File: src/du_cfg.svh
// offsets, field positions, reset values and rate divisors of the dual uart
`ifndef DU_CFG_SVH
`define DU_CFG_SVH

// register index; byte address is four times the index
`define DU_IDX_POWER_RATE 16'h0087
`define DU_IDX_RATE_SRC 16'h00d8
`define DU_IDX_PIN_ROUTE 16'hfff1
`define DU_IDX_CH0_CTRL 16'h009b
`define DU_IDX_CH0_DATA 16'h0099
`define DU_IDX_CH0_RELL 16'h00aa
`define DU_IDX_CH0_RELH 16'h00ba
`define DU_IDX_CH1_CTRL 16'h009c
`define DU_IDX_CH1_DATA 16'h009d
`define DU_IDX_CH1_RELL 16'h009e
`define DU_IDX_CH1_RELH 16'h009f

// field positions
`define DU_DBL_BIT 7
`define DU_SRC_BIT 7
`define DU_ROUTE_BIT 0
`define DU_LOOP_BIT 1
`define DU_MODE_HI 7
`define DU_MODE_LO 6
`define DU_CH1_8BIT_BIT 7
`define DU_REN_BIT 4
`define DU_TB8_BIT 3
`define DU_RB8_BIT 2
`define DU_TI_BIT 1
`define DU_RI_BIT 0

// reset value and implemented-bit masks
`define DU_RST_REG 8'h00
`define DU_SRC_MASK 8'h80
`define DU_ROUTE_MASK 8'h83
`define DU_RELH_MASK 8'h03

// oversample ticks per bit, then divisors in core clock cycles per bit
`define DU_OVS 16
`define DU_T1_DIV 384
`define DU_GEN0_DIV 64
`define DU_GEN1_DIV 32
`define DU_M2_DIV 64
`define DU_SHIFT_DIV 12

`endif

File: src/du_pkg.sv
// types shared by the dual uart design
package du_pkg;
   typedef logic [7:0] du_byte_t;
   typedef logic [15:0] du_idx_t;
   typedef enum logic [2:0] {
      TX_IDLE = 3'b001,
      TX_SEND = 3'b010,
      TX_SHIFT = 3'b100
   } du_tx_state_t;
   typedef enum logic [2:0] {
      RX_IDLE = 3'b001,
      RX_START = 3'b010,
      RX_DATA = 3'b100
   } du_rx_state_t;
endpackage : du_pkg

File: src/du_uart.sv
// dual serial channel with shared pins, rate generators and avalon slave
// Functional notes
// - only one channel owns the pins; route bit 1 picks channel 1
// - loopback cross-connects routed channel transmit to other channel receive
// - bytes go out and come in least significant bit first
// - programmable rates over the supported span; parity handled by software
// - timer 1 source: rate is 2^dbl * fclk / (384 * (256 - t1 high))
// - generator source: rate is 2^dbl * fclk / (64 * (1024 - reload))
// - reload value is high register bits 1:0 above low register byte
// - doubling bit set doubles channel 0 rate
// - source bit 0 picks timer 1, 1 picks internal generator
// - shift mode: rx pin carries data, tx pin the clock, fclk/12
// - shift mode reception starts when receive flag 0 and enable 1
// - async modes start receiving on a start bit while enabled
// - 8-bit frame: start 0, eight data, stop 1, ten bits
// - 8-bit receive stores byte and copies stop bit into ninth flag
// - channel 0 8-bit mode timed by generator or timer 1
// - channel 0 mode 2: 9-bit frame at fclk/32 or fclk/64
// - mode 3 9-bit variable rate; channel 1 has 9-bit and 8-bit
// - ninth bit written and read by software; no hardware parity
// - mode field: 00 shift, 01 8-bit, 10 fixed 9-bit, 11 variable 9-bit
// - 9-bit frame is eleven bits; ninth bit sent and captured
// - transmit done flag set by hardware, cleared only by software
//
// Added by the designer: the Avalon-MM slave port.
`timescale 1ns/1ps

`include "du_cfg.svh"

module du_chan (
   input logic mclk,
   input logic reset,
   input logic tick,
   input logic sh_tick,
   input logic shift_mode,
   input logic nine_bit,
   input logic ren,
   input logic ri,
   input logic tb8,
   input logic tx_start,
   input du_pkg::du_byte_t tx_byte,
   input logic rx_in,
   input logic sh_in,
   output logic tx_out,
   output logic sclk_out,
   output logic sh_out,
   output logic sh_drive,
   output logic busy,
   output logic tx_done,
   output logic rx_done,
   output logic rx_ninth,
   output du_pkg::du_byte_t rx_byte
);
   import du_pkg::*;

   du_tx_state_t tx_st_q;
   du_rx_state_t rx_st_q;
   logic [9:0] tsr_q;
   logic [3:0] tbit_q;
   logic [3:0] tovs_q;
   logic [3:0] rbit_q;
   logic [3:0] rovs_q;
   logic sh_phase_q;
   logic sh_dir_q;
   logic sh_fin_q;
   logic [7:0] rsr_q;
   logic r9_q;
   logic [3:0] tlast;
   logic [3:0] rlast;

   // eleven-bit frame in 9-bit modes, ten otherwise
   assign tlast = nine_bit ? 4'ha : 4'h9;
   assign rlast = nine_bit ? 4'h9 : 4'h8;
   assign busy = (tx_st_q != TX_IDLE);

   // ------------------------------------------------------------
   // transmitter and shift-mode sequencer
   // ------------------------------------------------------------
   always_ff @(posedge mclk or posedge reset) begin
      if (reset) begin
         tx_st_q <= TX_IDLE;
         tsr_q <= 10'h3ff;
         tbit_q <= 4'h0;
         tovs_q <= 4'h0;
         tx_out <= 1'b1;
         sclk_out <= 1'b1;
         sh_out <= 1'b1;
         sh_drive <= 1'b0;
         sh_phase_q <= 1'b0;
         sh_dir_q <= 1'b0;
         sh_fin_q <= 1'b0;
         tx_done <= 1'b0;
      end else begin
         tx_done <= 1'b0;
         sh_fin_q <= 1'b0;
         case (tx_st_q)
            TX_IDLE: begin
               tbit_q <= 4'h0;
               tovs_q <= 4'h0;
               sh_phase_q <= 1'b0;
               // write starts a frame only from idle
               if (tx_start && shift_mode) begin
                  tsr_q <= {2'h3, tx_byte};
                  sh_dir_q <= 1'b1;
                  sh_drive <= 1'b1;
                  tx_st_q <= TX_SHIFT;
               end else if (tx_start) begin
                  // start bit driven low at once
                  tsr_q <= {1'b1, nine_bit ? tb8 : 1'b1, tx_byte};
                  tx_out <= 1'b0;
                  tx_st_q <= TX_SEND;
               end else if (shift_mode && ren && !ri) begin
                  // shift reception armed by flag and enable
                  sh_dir_q <= 1'b0;
                  tx_st_q <= TX_SHIFT;
               end
            end
            TX_SEND: begin
               if (tick) begin
                  tovs_q <= tovs_q + 4'h1;
                  if (tovs_q == 4'hf) begin
                     if (tbit_q == tlast) begin
                        tx_out <= 1'b1;
                        tx_done <= 1'b1;
                        tx_st_q <= TX_IDLE;
                     end else begin
                        tx_out <= tsr_q[0];
                        tsr_q <= {1'b1, tsr_q[9:1]};
                        tbit_q <= tbit_q + 4'h1;
                     end
                  end
               end
            end
            TX_SHIFT: begin
               // clock on tx pin, data on rx pin
               if (sh_tick) begin
                  sh_phase_q <= !sh_phase_q;
                  if (!sh_phase_q) begin
                     sclk_out <= 1'b0;
                     sh_out <= sh_dir_q ? tsr_q[0] : 1'b1;
                  end else begin
                     sclk_out <= 1'b1;
                     tsr_q[7:0] <= {sh_in, tsr_q[7:1]};
                     tbit_q <= tbit_q + 4'h1;
                     if (tbit_q == 4'h7) begin
                        sh_drive <= 1'b0;
                        sh_out <= 1'b1;
                        tx_done <= sh_dir_q;
                        sh_fin_q <= !sh_dir_q;
                        tx_st_q <= TX_IDLE;
                     end
                  end
               end
            end
            default: tx_st_q <= TX_IDLE;
         endcase
      end
   end

   // ------------------------------------------------------------
   // receiver, 16x oversampled
   // ------------------------------------------------------------
   always_ff @(posedge mclk or posedge reset) begin
      if (reset) begin
         rx_st_q <= RX_IDLE;
         rsr_q <= 8'h00;
         r9_q <= 1'b0;
         rbit_q <= 4'h0;
         rovs_q <= 4'h0;
         rx_done <= 1'b0;
         rx_ninth <= 1'b0;
         rx_byte <= 8'h00;
      end else begin
         rx_done <= 1'b0;
         if (sh_fin_q) begin
            rx_byte <= tsr_q[7:0];
            rx_done <= 1'b1;
         end
         case (rx_st_q)
            RX_IDLE: begin
               rovs_q <= 4'h0;
               rbit_q <= 4'h0;
               // low line seen on a tick while enabled opens a frame
               if (tick && ren && !shift_mode && !rx_in) begin
                  rx_st_q <= RX_START;
               end
            end
            RX_START: begin
               if (tick) begin
                  rovs_q <= rovs_q + 4'h1;
                  // glitch filter: start must still be low mid-bit
                  if (rovs_q == 4'h7) begin
                     rovs_q <= 4'h0;
                     rx_st_q <= rx_in ? RX_IDLE : RX_DATA;
                  end
               end
            end
            RX_DATA: begin
               if (tick) begin
                  rovs_q <= rovs_q + 4'h1;
                  if (rovs_q == 4'hf) begin
                     rbit_q <= rbit_q + 4'h1;
                     // first bit ends up in bit 0
                     if (rbit_q < 4'h8) begin
                        rsr_q <= {rx_in, rsr_q[7:1]};
                     end else if (rbit_q == 4'h8) begin
                        r9_q <= rx_in;
                     end
                     if (rbit_q == rlast) begin
                        // byte stored, stop or ninth bit kept
                        rx_byte <= rsr_q;
                        rx_ninth <= nine_bit ? r9_q : rx_in;
                        rx_done <= 1'b1;
                        rx_st_q <= RX_IDLE;
                     end
                  end
               end
            end
            default: rx_st_q <= RX_IDLE;
         endcase
      end
   end
endmodule : du_chan

module du_uart (
   input logic mclk,
   input logic reset,
   input logic [17:0] avs_address,
   input logic avs_read,
   input logic avs_write,
   input logic [3:0] avs_byteenable,
   input logic [31:0] avs_writedata,
   output logic [31:0] avs_readdata,
   output logic avs_waitrequest,
   input du_pkg::du_byte_t timer1_high_byte,
   input logic rx_pin_i,
   output logic rx_pin_o,
   output logic rx_pin_oe_n,
   output logic tx_pin
);
   import du_pkg::*;

   localparam du_idx_t CTRL_IDX [2] = '{`DU_IDX_CH0_CTRL, `DU_IDX_CH1_CTRL};
   localparam du_idx_t DATA_IDX [2] = '{`DU_IDX_CH0_DATA, `DU_IDX_CH1_DATA};
   localparam du_idx_t RELL_IDX [2] = '{`DU_IDX_CH0_RELL, `DU_IDX_CH1_RELL};
   localparam du_idx_t RELH_IDX [2] = '{`DU_IDX_CH0_RELH, `DU_IDX_CH1_RELH};

   // cycles per oversample tick for one channel
   function automatic logic [15:0] rate_period(input logic fixed,
         input logic use_gen, input logic dbl, input logic [9:0] rel,
         input logic [7:0] th1, input logic [15:0] gscale);
      logic [15:0] base;
      if (fixed) begin
         base = 16'(`DU_M2_DIV / `DU_OVS);
      end else if (use_gen) begin
         base = gscale * (16'h0400 - {6'h00, rel});
      end else begin
         base = 16'(`DU_T1_DIV / `DU_OVS) * (16'h0100 - {8'h00, th1});
      end
      return dbl ? (base >> 1) : base;
   endfunction : rate_period

   logic ack_q;
   logic [31:0] rdata_q;
   du_byte_t rd_byte;
   du_byte_t wb;
   du_idx_t idx;
   logic wr_en;
   du_byte_t power_q;
   du_byte_t src_q;
   du_byte_t route_q;
   du_byte_t ctrl_q [2];
   du_byte_t rell_q [2];
   du_byte_t relh_q [2];
   logic [9:0] rel [2];
   logic [15:0] per [2];
   logic [15:0] rcnt_q [2];
   logic [1:0] tick_q;
   logic [2:0] sh_cnt_q;
   logic sh_tick_q;
   logic [1:0] tx_start;
   logic [1:0] shift_m;
   logic [1:0] nine_m;
   logic [1:0] rx_feed;
   logic [1:0] c_tx;
   logic [1:0] c_sclk;
   logic [1:0] c_sh_out;
   logic [1:0] c_sh_drive;
   logic [1:0] c_busy;
   logic [1:0] c_tx_done;
   logic [1:0] c_rx_done;
   logic [1:0] c_rx9;
   du_byte_t c_rx_byte [2];

   // ------------------------------------------------------------
   // avalon slave: one wait state on every access
   // ------------------------------------------------------------
   assign idx = avs_address[17:2];
   assign wb = avs_writedata[7:0];
   assign avs_waitrequest = (avs_read || avs_write) && !ack_q;
   assign avs_readdata = rdata_q;
   assign wr_en = avs_write && ack_q && avs_byteenable[0];

   always_ff @(posedge mclk or posedge reset) begin
      if (reset) begin
         ack_q <= 1'b0;
      end else begin
         ack_q <= (avs_read || avs_write) && !ack_q;
      end
   end

   always_ff @(posedge mclk or posedge reset) begin
      if (reset) begin
         rdata_q <= 32'h00000000;
      end else if (avs_read && !ack_q) begin
         rdata_q <= {24'h000000, rd_byte};
      end
   end

   always_comb begin
      rd_byte = 8'h00;
      case (idx)
         `DU_IDX_POWER_RATE: rd_byte = power_q;
         `DU_IDX_RATE_SRC: rd_byte = src_q;
         `DU_IDX_PIN_ROUTE: rd_byte = route_q;
         default: begin
            for (int i = 0; i < 2; i++) begin
               if (idx == CTRL_IDX[i]) rd_byte = ctrl_q[i];
               if (idx == DATA_IDX[i]) rd_byte = c_rx_byte[i];
               if (idx == RELL_IDX[i]) rd_byte = rell_q[i];
               if (idx == RELH_IDX[i]) rd_byte = relh_q[i];
            end
         end
      endcase
   end

   // ------------------------------------------------------------
   // global control registers
   // ------------------------------------------------------------
   always_ff @(posedge mclk or posedge reset) begin
      if (reset) begin
         power_q <= `DU_RST_REG;
         src_q <= `DU_RST_REG;
         route_q <= `DU_RST_REG;
      end else if (wr_en) begin
         if (idx == `DU_IDX_POWER_RATE) power_q <= wb;
         if (idx == `DU_IDX_RATE_SRC) src_q <= wb & `DU_SRC_MASK;
         if (idx == `DU_IDX_PIN_ROUTE) route_q <= wb & `DU_ROUTE_MASK;
      end
   end

   // ------------------------------------------------------------
   // per-channel control, flags and reload
   // ------------------------------------------------------------
   always_ff @(posedge mclk or posedge reset) begin
      if (reset) begin
         for (int i = 0; i < 2; i++) begin
            ctrl_q[i] <= `DU_RST_REG;
            rell_q[i] <= `DU_RST_REG;
            relh_q[i] <= `DU_RST_REG;
         end
      end else begin
         for (int i = 0; i < 2; i++) begin
            if (wr_en && idx == CTRL_IDX[i]) ctrl_q[i] <= wb;
            if (wr_en && idx == RELL_IDX[i]) rell_q[i] <= wb;
            if (wr_en && idx == RELH_IDX[i]) begin
               relh_q[i] <= wb & `DU_RELH_MASK;
            end
            // hardware only sets the done flags and loads the ninth bit; later assignment beats a clear
            if (c_tx_done[i]) ctrl_q[i][`DU_TI_BIT] <= 1'b1;
            if (c_rx_done[i]) begin
               ctrl_q[i][`DU_RI_BIT] <= 1'b1;
               if (!shift_m[i]) ctrl_q[i][`DU_RB8_BIT] <= c_rx9[i];
            end
         end
      end
   end

   always_comb begin
      for (int i = 0; i < 2; i++) begin
         rel[i] = {relh_q[i][1:0], rell_q[i]};
         tx_start[i] = wr_en && (idx == DATA_IDX[i]);
      end
      shift_m[0] = (ctrl_q[0][`DU_MODE_HI:`DU_MODE_LO] == 2'h0);
      nine_m[0] = ctrl_q[0][`DU_MODE_HI];
      // channel 1: 9-bit or 8-bit framing
      shift_m[1] = 1'b0;
      nine_m[1] = !ctrl_q[1][`DU_CH1_8BIT_BIT];
      // fixed rate in mode 2; source select; doubling
      per[0] = rate_period(ctrl_q[0][`DU_MODE_HI:`DU_MODE_LO] == 2'h2,
         src_q[`DU_SRC_BIT], power_q[`DU_DBL_BIT], rel[0],
         timer1_high_byte, 16'(`DU_GEN0_DIV / `DU_OVS));
      // channel 1 always on its own generator
      per[1] = rate_period(1'b0, 1'b1, 1'b0, rel[1], timer1_high_byte,
         16'(`DU_GEN1_DIV / `DU_OVS));
   end

   // ------------------------------------------------------------
   // rate generators
   // ------------------------------------------------------------
   // programmable oversample tick per channel
   always_ff @(posedge mclk or posedge reset) begin
      if (reset) begin
         tick_q <= 2'h0;
         for (int i = 0; i < 2; i++) rcnt_q[i] <= 16'h0000;
      end else begin
         for (int i = 0; i < 2; i++) begin
            if (rcnt_q[i] >= per[i] - 16'h0001) begin
               rcnt_q[i] <= 16'h0000;
               tick_q[i] <= 1'b1;
            end else begin
               rcnt_q[i] <= rcnt_q[i] + 16'h0001;
               tick_q[i] <= 1'b0;
            end
         end
      end
   end

   // shift clock: enable at twice the twelfth-of-clock rate
   always_ff @(posedge mclk or posedge reset) begin
      if (reset) begin
         sh_cnt_q <= 3'h0;
         sh_tick_q <= 1'b0;
      end else if (sh_cnt_q == 3'(`DU_SHIFT_DIV / 2 - 1)) begin
         sh_cnt_q <= 3'h0;
         sh_tick_q <= 1'b1;
      end else begin
         sh_cnt_q <= sh_cnt_q + 3'h1;
         sh_tick_q <= 1'b0;
      end
   end

   // ------------------------------------------------------------
   // channels and pin routing
   // ------------------------------------------------------------
   // loopback feeds the idle channel from the routed transmitter
   always_comb begin
      if (route_q[`DU_ROUTE_BIT]) begin
         rx_feed[0] = route_q[`DU_LOOP_BIT] ? c_tx[1] : 1'b1;
         rx_feed[1] = rx_pin_i;
      end else begin
         rx_feed[0] = rx_pin_i;
         rx_feed[1] = route_q[`DU_LOOP_BIT] ? c_tx[0] : 1'b1;
      end
   end

   for (genvar i = 0; i < 2; i++) begin : g_ch
      du_chan u_chan (
         .mclk(mclk),
         .reset(reset),
         .tick(tick_q[i]),
         .sh_tick(sh_tick_q),
         .shift_mode(shift_m[i]),
         .nine_bit(nine_m[i]),
         .ren(ctrl_q[i][`DU_REN_BIT]),
         .ri(ctrl_q[i][`DU_RI_BIT]),
         .tb8(ctrl_q[i][`DU_TB8_BIT]),
         .tx_start(tx_start[i]),
         .tx_byte(wb),
         .rx_in(rx_feed[i]),
         .sh_in(rx_pin_i),
         .tx_out(c_tx[i]),
         .sclk_out(c_sclk[i]),
         .sh_out(c_sh_out[i]),
         .sh_drive(c_sh_drive[i]),
         .busy(c_busy[i]),
         .tx_done(c_tx_done[i]),
         .rx_done(c_rx_done[i]),
         .rx_ninth(c_rx9[i]),
         .rx_byte(c_rx_byte[i])
      );
   end

   // single owner of the shared pins
   always_ff @(posedge mclk or posedge reset) begin
      if (reset) begin
         tx_pin <= 1'b1;
         rx_pin_o <= 1'b1;
         rx_pin_oe_n <= 1'b1;
      end else begin
         if (route_q[`DU_ROUTE_BIT]) begin
            tx_pin <= c_tx[1];
         end else begin
            tx_pin <= shift_m[0] ? c_sclk[0] : c_tx[0];
         end
         rx_pin_o <= c_sh_out[0];
         rx_pin_oe_n <= !(c_sh_drive[0] && !route_q[`DU_ROUTE_BIT]);
      end
   end

   // ------------------------------------------------------------
   // checks
   // ------------------------------------------------------------
   logic [15:0] gap_q;
   logic stable_q;
   logic [15:0] per0_prev_q;

   always_ff @(posedge mclk or posedge reset) begin
      if (reset) begin
         gap_q <= 16'h0000;
         stable_q <= 1'b0;
         per0_prev_q <= 16'h0000;
      end else begin
         per0_prev_q <= per[0];
         gap_q <= tick_q[0] ? 16'h0000 : gap_q + 16'h0001;
         if (tick_q[0]) stable_q <= 1'b1;
         else if (per[0] != per0_prev_q) stable_q <= 1'b0;
      end
   end
endmodule : du_uart

File: config.mk
export PLATFORM = sky130hd
export DESIGN_NAME = du_uart
export DESIGN_NICKNAME = d
export VERILOG_FILES = /design/src/du_pkg.sv /design/src/du_uart.sv
export VERILOG_INCLUDE_DIRS = /design/src
export SDC_FILE = /design/constraint.sdc
export NUM_CORES = 1
export LEC_CHECK = 0
export ABC_AREA = 1
export BUFFER_PORTS_ARGS = -buffer_cell sky130_fd_sc_hd__buf_2
export CAP_MARGIN = 20
export CORE_MARGIN = 3
export CORE_UTILIZATION = 52
export CTS_CLUSTER_SIZE = 10
export DETAILED_ROUTE_END_ITERATION = 10
export PLACE_DENSITY = 0.83
export SYNTH_ARGS = -nofsm -noshare
export SYNTH_HDL_FRONTEND = slang
export SYNTH_SLANG_ARGS = --single-unit
File: constraint.sdc
create_clock -name mclk -period 5.6 [get_ports mclk]
set_clock_uncertainty 0.05 [all_clocks]
set_input_delay 0 -clock mclk [delete_from_list [all_inputs] [get_ports mclk]]
set_output_delay 0 -clock mclk [all_outputs]
set_load 0.1 [all_outputs]
==> impl_metrics.py <==
metrics = {
    "synth": {
        "synth_largest_area_cell": "dfrtp_1",
        "yosys_warnings": 0,
        "synth_cells": 1598,
        "muxShareOfSynthArea": 0.00438,
        "async_flop_share": 1.00,
        "synth-seq-area-share": 0.425,
        "yosysMostFrequentCell": "nand2_1",
        "syn_area_um2": 12300,
        "synth_top_family_by_area": "simple AND/OR/NAND/NOR gates",
        "yosys.cell_types.count": 57,
        "synth_compound_area_frac": 0.134,
        "synth-seq-cells": 207,
        "synth_simple_gate_area_frac": 0.261,
        "syn_avg_cell_area_um2": 7.68,
        "synth-adder-area-share": 0.0546,
        "synth-xor-area-share": 0.0243,
        "yosys-top-cells-count": "nand2_1 (347), inv_1 (229), dfrtp_1 (178)",
        "synth-edff-count": 0,
        "ys.flop_type": "dfrtp_1",
        "synth.area.top_cells": "dfrtp_1 (36%), nand2_1 (11%), inv_1 (7.0%)",
        "netlist.area_leader.share": 0.363,
    },
    "cells_and_area": {
        "diodes": 0,
        "seq_area_um2": 5220,
        "layout.nets": 1791,
        "fin_util": 0.596,
        "fillers": 1965,
        "multi_input_area_um2": 5960,
        "syn2layout_area_growth_pct": 11.2,
        "drive_above_1_share": 0.0967,
    },
    "timing": {
        "tightest_slew_ns": 1.21,
        "grt_setup_unrepaired": "false",
        "fin_crit_ns": 4.07,
        "hold_slack_ns": -0.00000228,
        "setup_viol": 0,
        "fmax_ghz": 0.246,
        "slew_viol_final": 0,
        "finalHoldViolCount": 1,
        "fin_crit_sh": 0.726,
        "relSlewSlack": 0.191,
        "finalSetupTns_ns": 0,
    },
    "setup_path": {
        "crit_path_max_incr_delay_ns": 0.51,
        "crit_arrival_ns": 4.44,
        "worst-path-max-fanout": 17,
        "crit_required_ns": 5.97,
        "cp-end-kind": "flop",
        "startpoint": "rel[0]",
        "slowest_stage": "nand3_1",
        "cpMostUsedCell": "inv_1",
        "reg2reg_slack_ns": 1.53,
        "crit_chain": "inv_1, ha_1, inv_1, or2_1, or4_1, xor2_1, inv_1, nor3_1, nand3_1, ha_1, nand2_1, inv_1, a221oi_1, nand3_1, nor3b_1",
        "ff2ff_path_depth": 15,
        "worstSetupPathType": "reg -> reg",
        "start_kind": "flop",
        "timing.rr.end": "rcnt_q[2]",
        "r2r-start": "rel[0]",
    },
    "flow_run": {
        "maxCapViolCount": 0,
    },
    "placed_design": {
        "hpwl_um": 21000,
        "gp_congestion": 0.953,
        "io_buffers": 49,
    },
    "clock_network": {
        "cts_max_path_buffers": 3,
        "tritoncts": "yes",
        "clk_pin_slew_worst_paths_ns": 0.06,
        "clock_latency_ns": 0.53,
        "numCtsBuffers": 25,
        "post_cts_resized": 0,
        "cts.sink_count": 207,
        "root_buffer": "clkbuf_16",
        "h-tree-depth": 1,
    },
    "die": {
        "dieArea_um2": 25500,
        "fp.dieW_um": 160,
        "num_rows": 55,
        "start_util": 0.536,
        "io_pins": 103,
        "coreArea_um2": 22900,
        "die_h_um": 160,
    },
    "route": {
        "routed.top_layer": "met4",
        "wl_met3_um": 1820,
        "drt-met1-wl_um": 12100,
        "drt-total-wl_um": 28600,
        "drtIter0Drc": 861,
        "vias": 10900,
        "drt-vias-per-instance": 5.43,
        "postRouteAntennaNets": 0,
        "wl_per_cell_um": 14.3,
        "firstDrtPassIters": 5,
        "drcViolationCount": 0,
        "routed-wl-met2_um": 13900,
    },
    "global_route": {
        "grt_max_degree": 196,
        "antenna_found_initial": 0,
        "grt-ovfl-total": 0,
        "grt_pass1_vias": 10300,
        "grt_pass1_wl_um": 48300,
        "grt_usage": 0.223,
    },
    "hold_path": {
        "min-delay-start": "avs_byteenable[0]",
        "hold-path-endpoint": "g_ch[0].u_chan.sh_dir_q",
        "worstHoldPathCells": 5,
        "hold_class": "in -> reg",
    },
    "pwr": {
        "power_w": 0.00328,
        "ir_drop_mv": 0.188,
        "power_density_nw_per_um2": 240,
        "p_leak_nw": 6.74,
    },
    "outcome": {
        "status": "finished, violations left",
        "violations": "hold timing",
    },
}
[per-layer routing]
layer	vias up	global-route usage
met4	0	0.0637
li1	5356	-
met1	5110	0.295
met2	317	0.379
met5	-	0
met3	68	0.0399
[placed cells by master (no fill, tap or decap), types with 8 or more instances in the layout]
cell type,n
a211oi_1,9
conb_1,24
dfrtp_1,178
a31oi_1,20
nor2_1,150
nand2_2,9
nor3b_1,15
ha_1,52
xor2_1,26
inv_1,228
o211ai_1,13
xnor2_1,8
clkbuf_16,25
nand3_1,92
buf_2,49
clkbuf_1,12
nor3_1,43
nor4_1,11
nor2_2,10
dfstp_2,29
dlygate4sd3_1,15
nand2_1,347
o2111ai_1,10
nand4_1,19
o21ai_0,132
a21oi_1,75
[layout make-up]
type / instances / area share
tap: 313 / 0.0287
clock inverter: 2 / 0.00211
inverter: 239 / 0.0660
multi-input combinational: 1129 / 0.437
sequential: 207 / 0.382
clock buffer: 39 / 0.0511
timing repair buffer: 69 / 0.0331
[worst max-delay path, delay by kind of cell (launching register included)]
family	cells	cell delay, ns
compound gates	1	0.26
xor+xnor	1	0.29
fa+ha+maj	2	0.46
buf+inv	4	0.26
flops	1	0.45
simple gates	7	2.18
[state kept, by name, summed over array words and instances (netlist names), 3 cells and up]
register             flops
avs_readdata             8
ctrl_q                  16
g_ch.u_chan.rbit_q       8
g_ch.u_chan.rovs_q       8
g_ch.u_chan.rsr_q       16
g_ch.u_chan.rx_byte     16
g_ch.u_chan.rx_st_q      6
g_ch.u_chan.tbit_q       8
g_ch.u_chan.tovs_q       8
g_ch.u_chan.tsr_q       18
g_ch.u_chan.tx_st_q      5
power_q                  8
rcnt_q                  32
rel                     20
route_q                  3
sh_cnt_q                 3
[where the power goes]
group	switching (W)	total [W]	internal, W
logic	0.000240	0.000296	0.0000565
registers	0.00000577	0.00151	0.00151
clock network	0.000617	0.00147	0.000853
[logic make-up after synthesis]
| logic type | after synthesis |
|---|---|
| compound gates | 290 |
| fa+ha+maj | 53 |
| mux | 5 |
| other cells | 1 |
| buf+inv | 285 |
| simple gates | 723 |
| xor+xnor | 34 |
| flops | 207 |
[metrics by stage]
step	instance area, um^2	std cells	setup slack [ns]	hold WS [ns]
final	13700	1998	1.53	-0.00000228
after global routing	13700	1998	0.986	0.0370
after CTS	13600	1997	1.50	0.00747
after detailed placement	12800	1941	1.51	-0.0565
after global placement	12800	1941	1.62	-0.0655
after floorplan	12400	1621	1.86	0.0710
[repair_timing]
action	4_1_cts	5_1_grt
hold buffers	15	0
hold endpoints to repair	73	0
setup buffers	0	0
[worst max-delay path by stage]
stage / endpoint
after floorplan: rcnt_q[30]
after global placement: rcnt_q[28]
after detailed placement: rcnt_q[28]
after CTS: rcnt_q[2]
after global routing: rcnt_q[5]
final: rcnt_q[2]
Note: power is estimated with default switching activity, not from simulation.
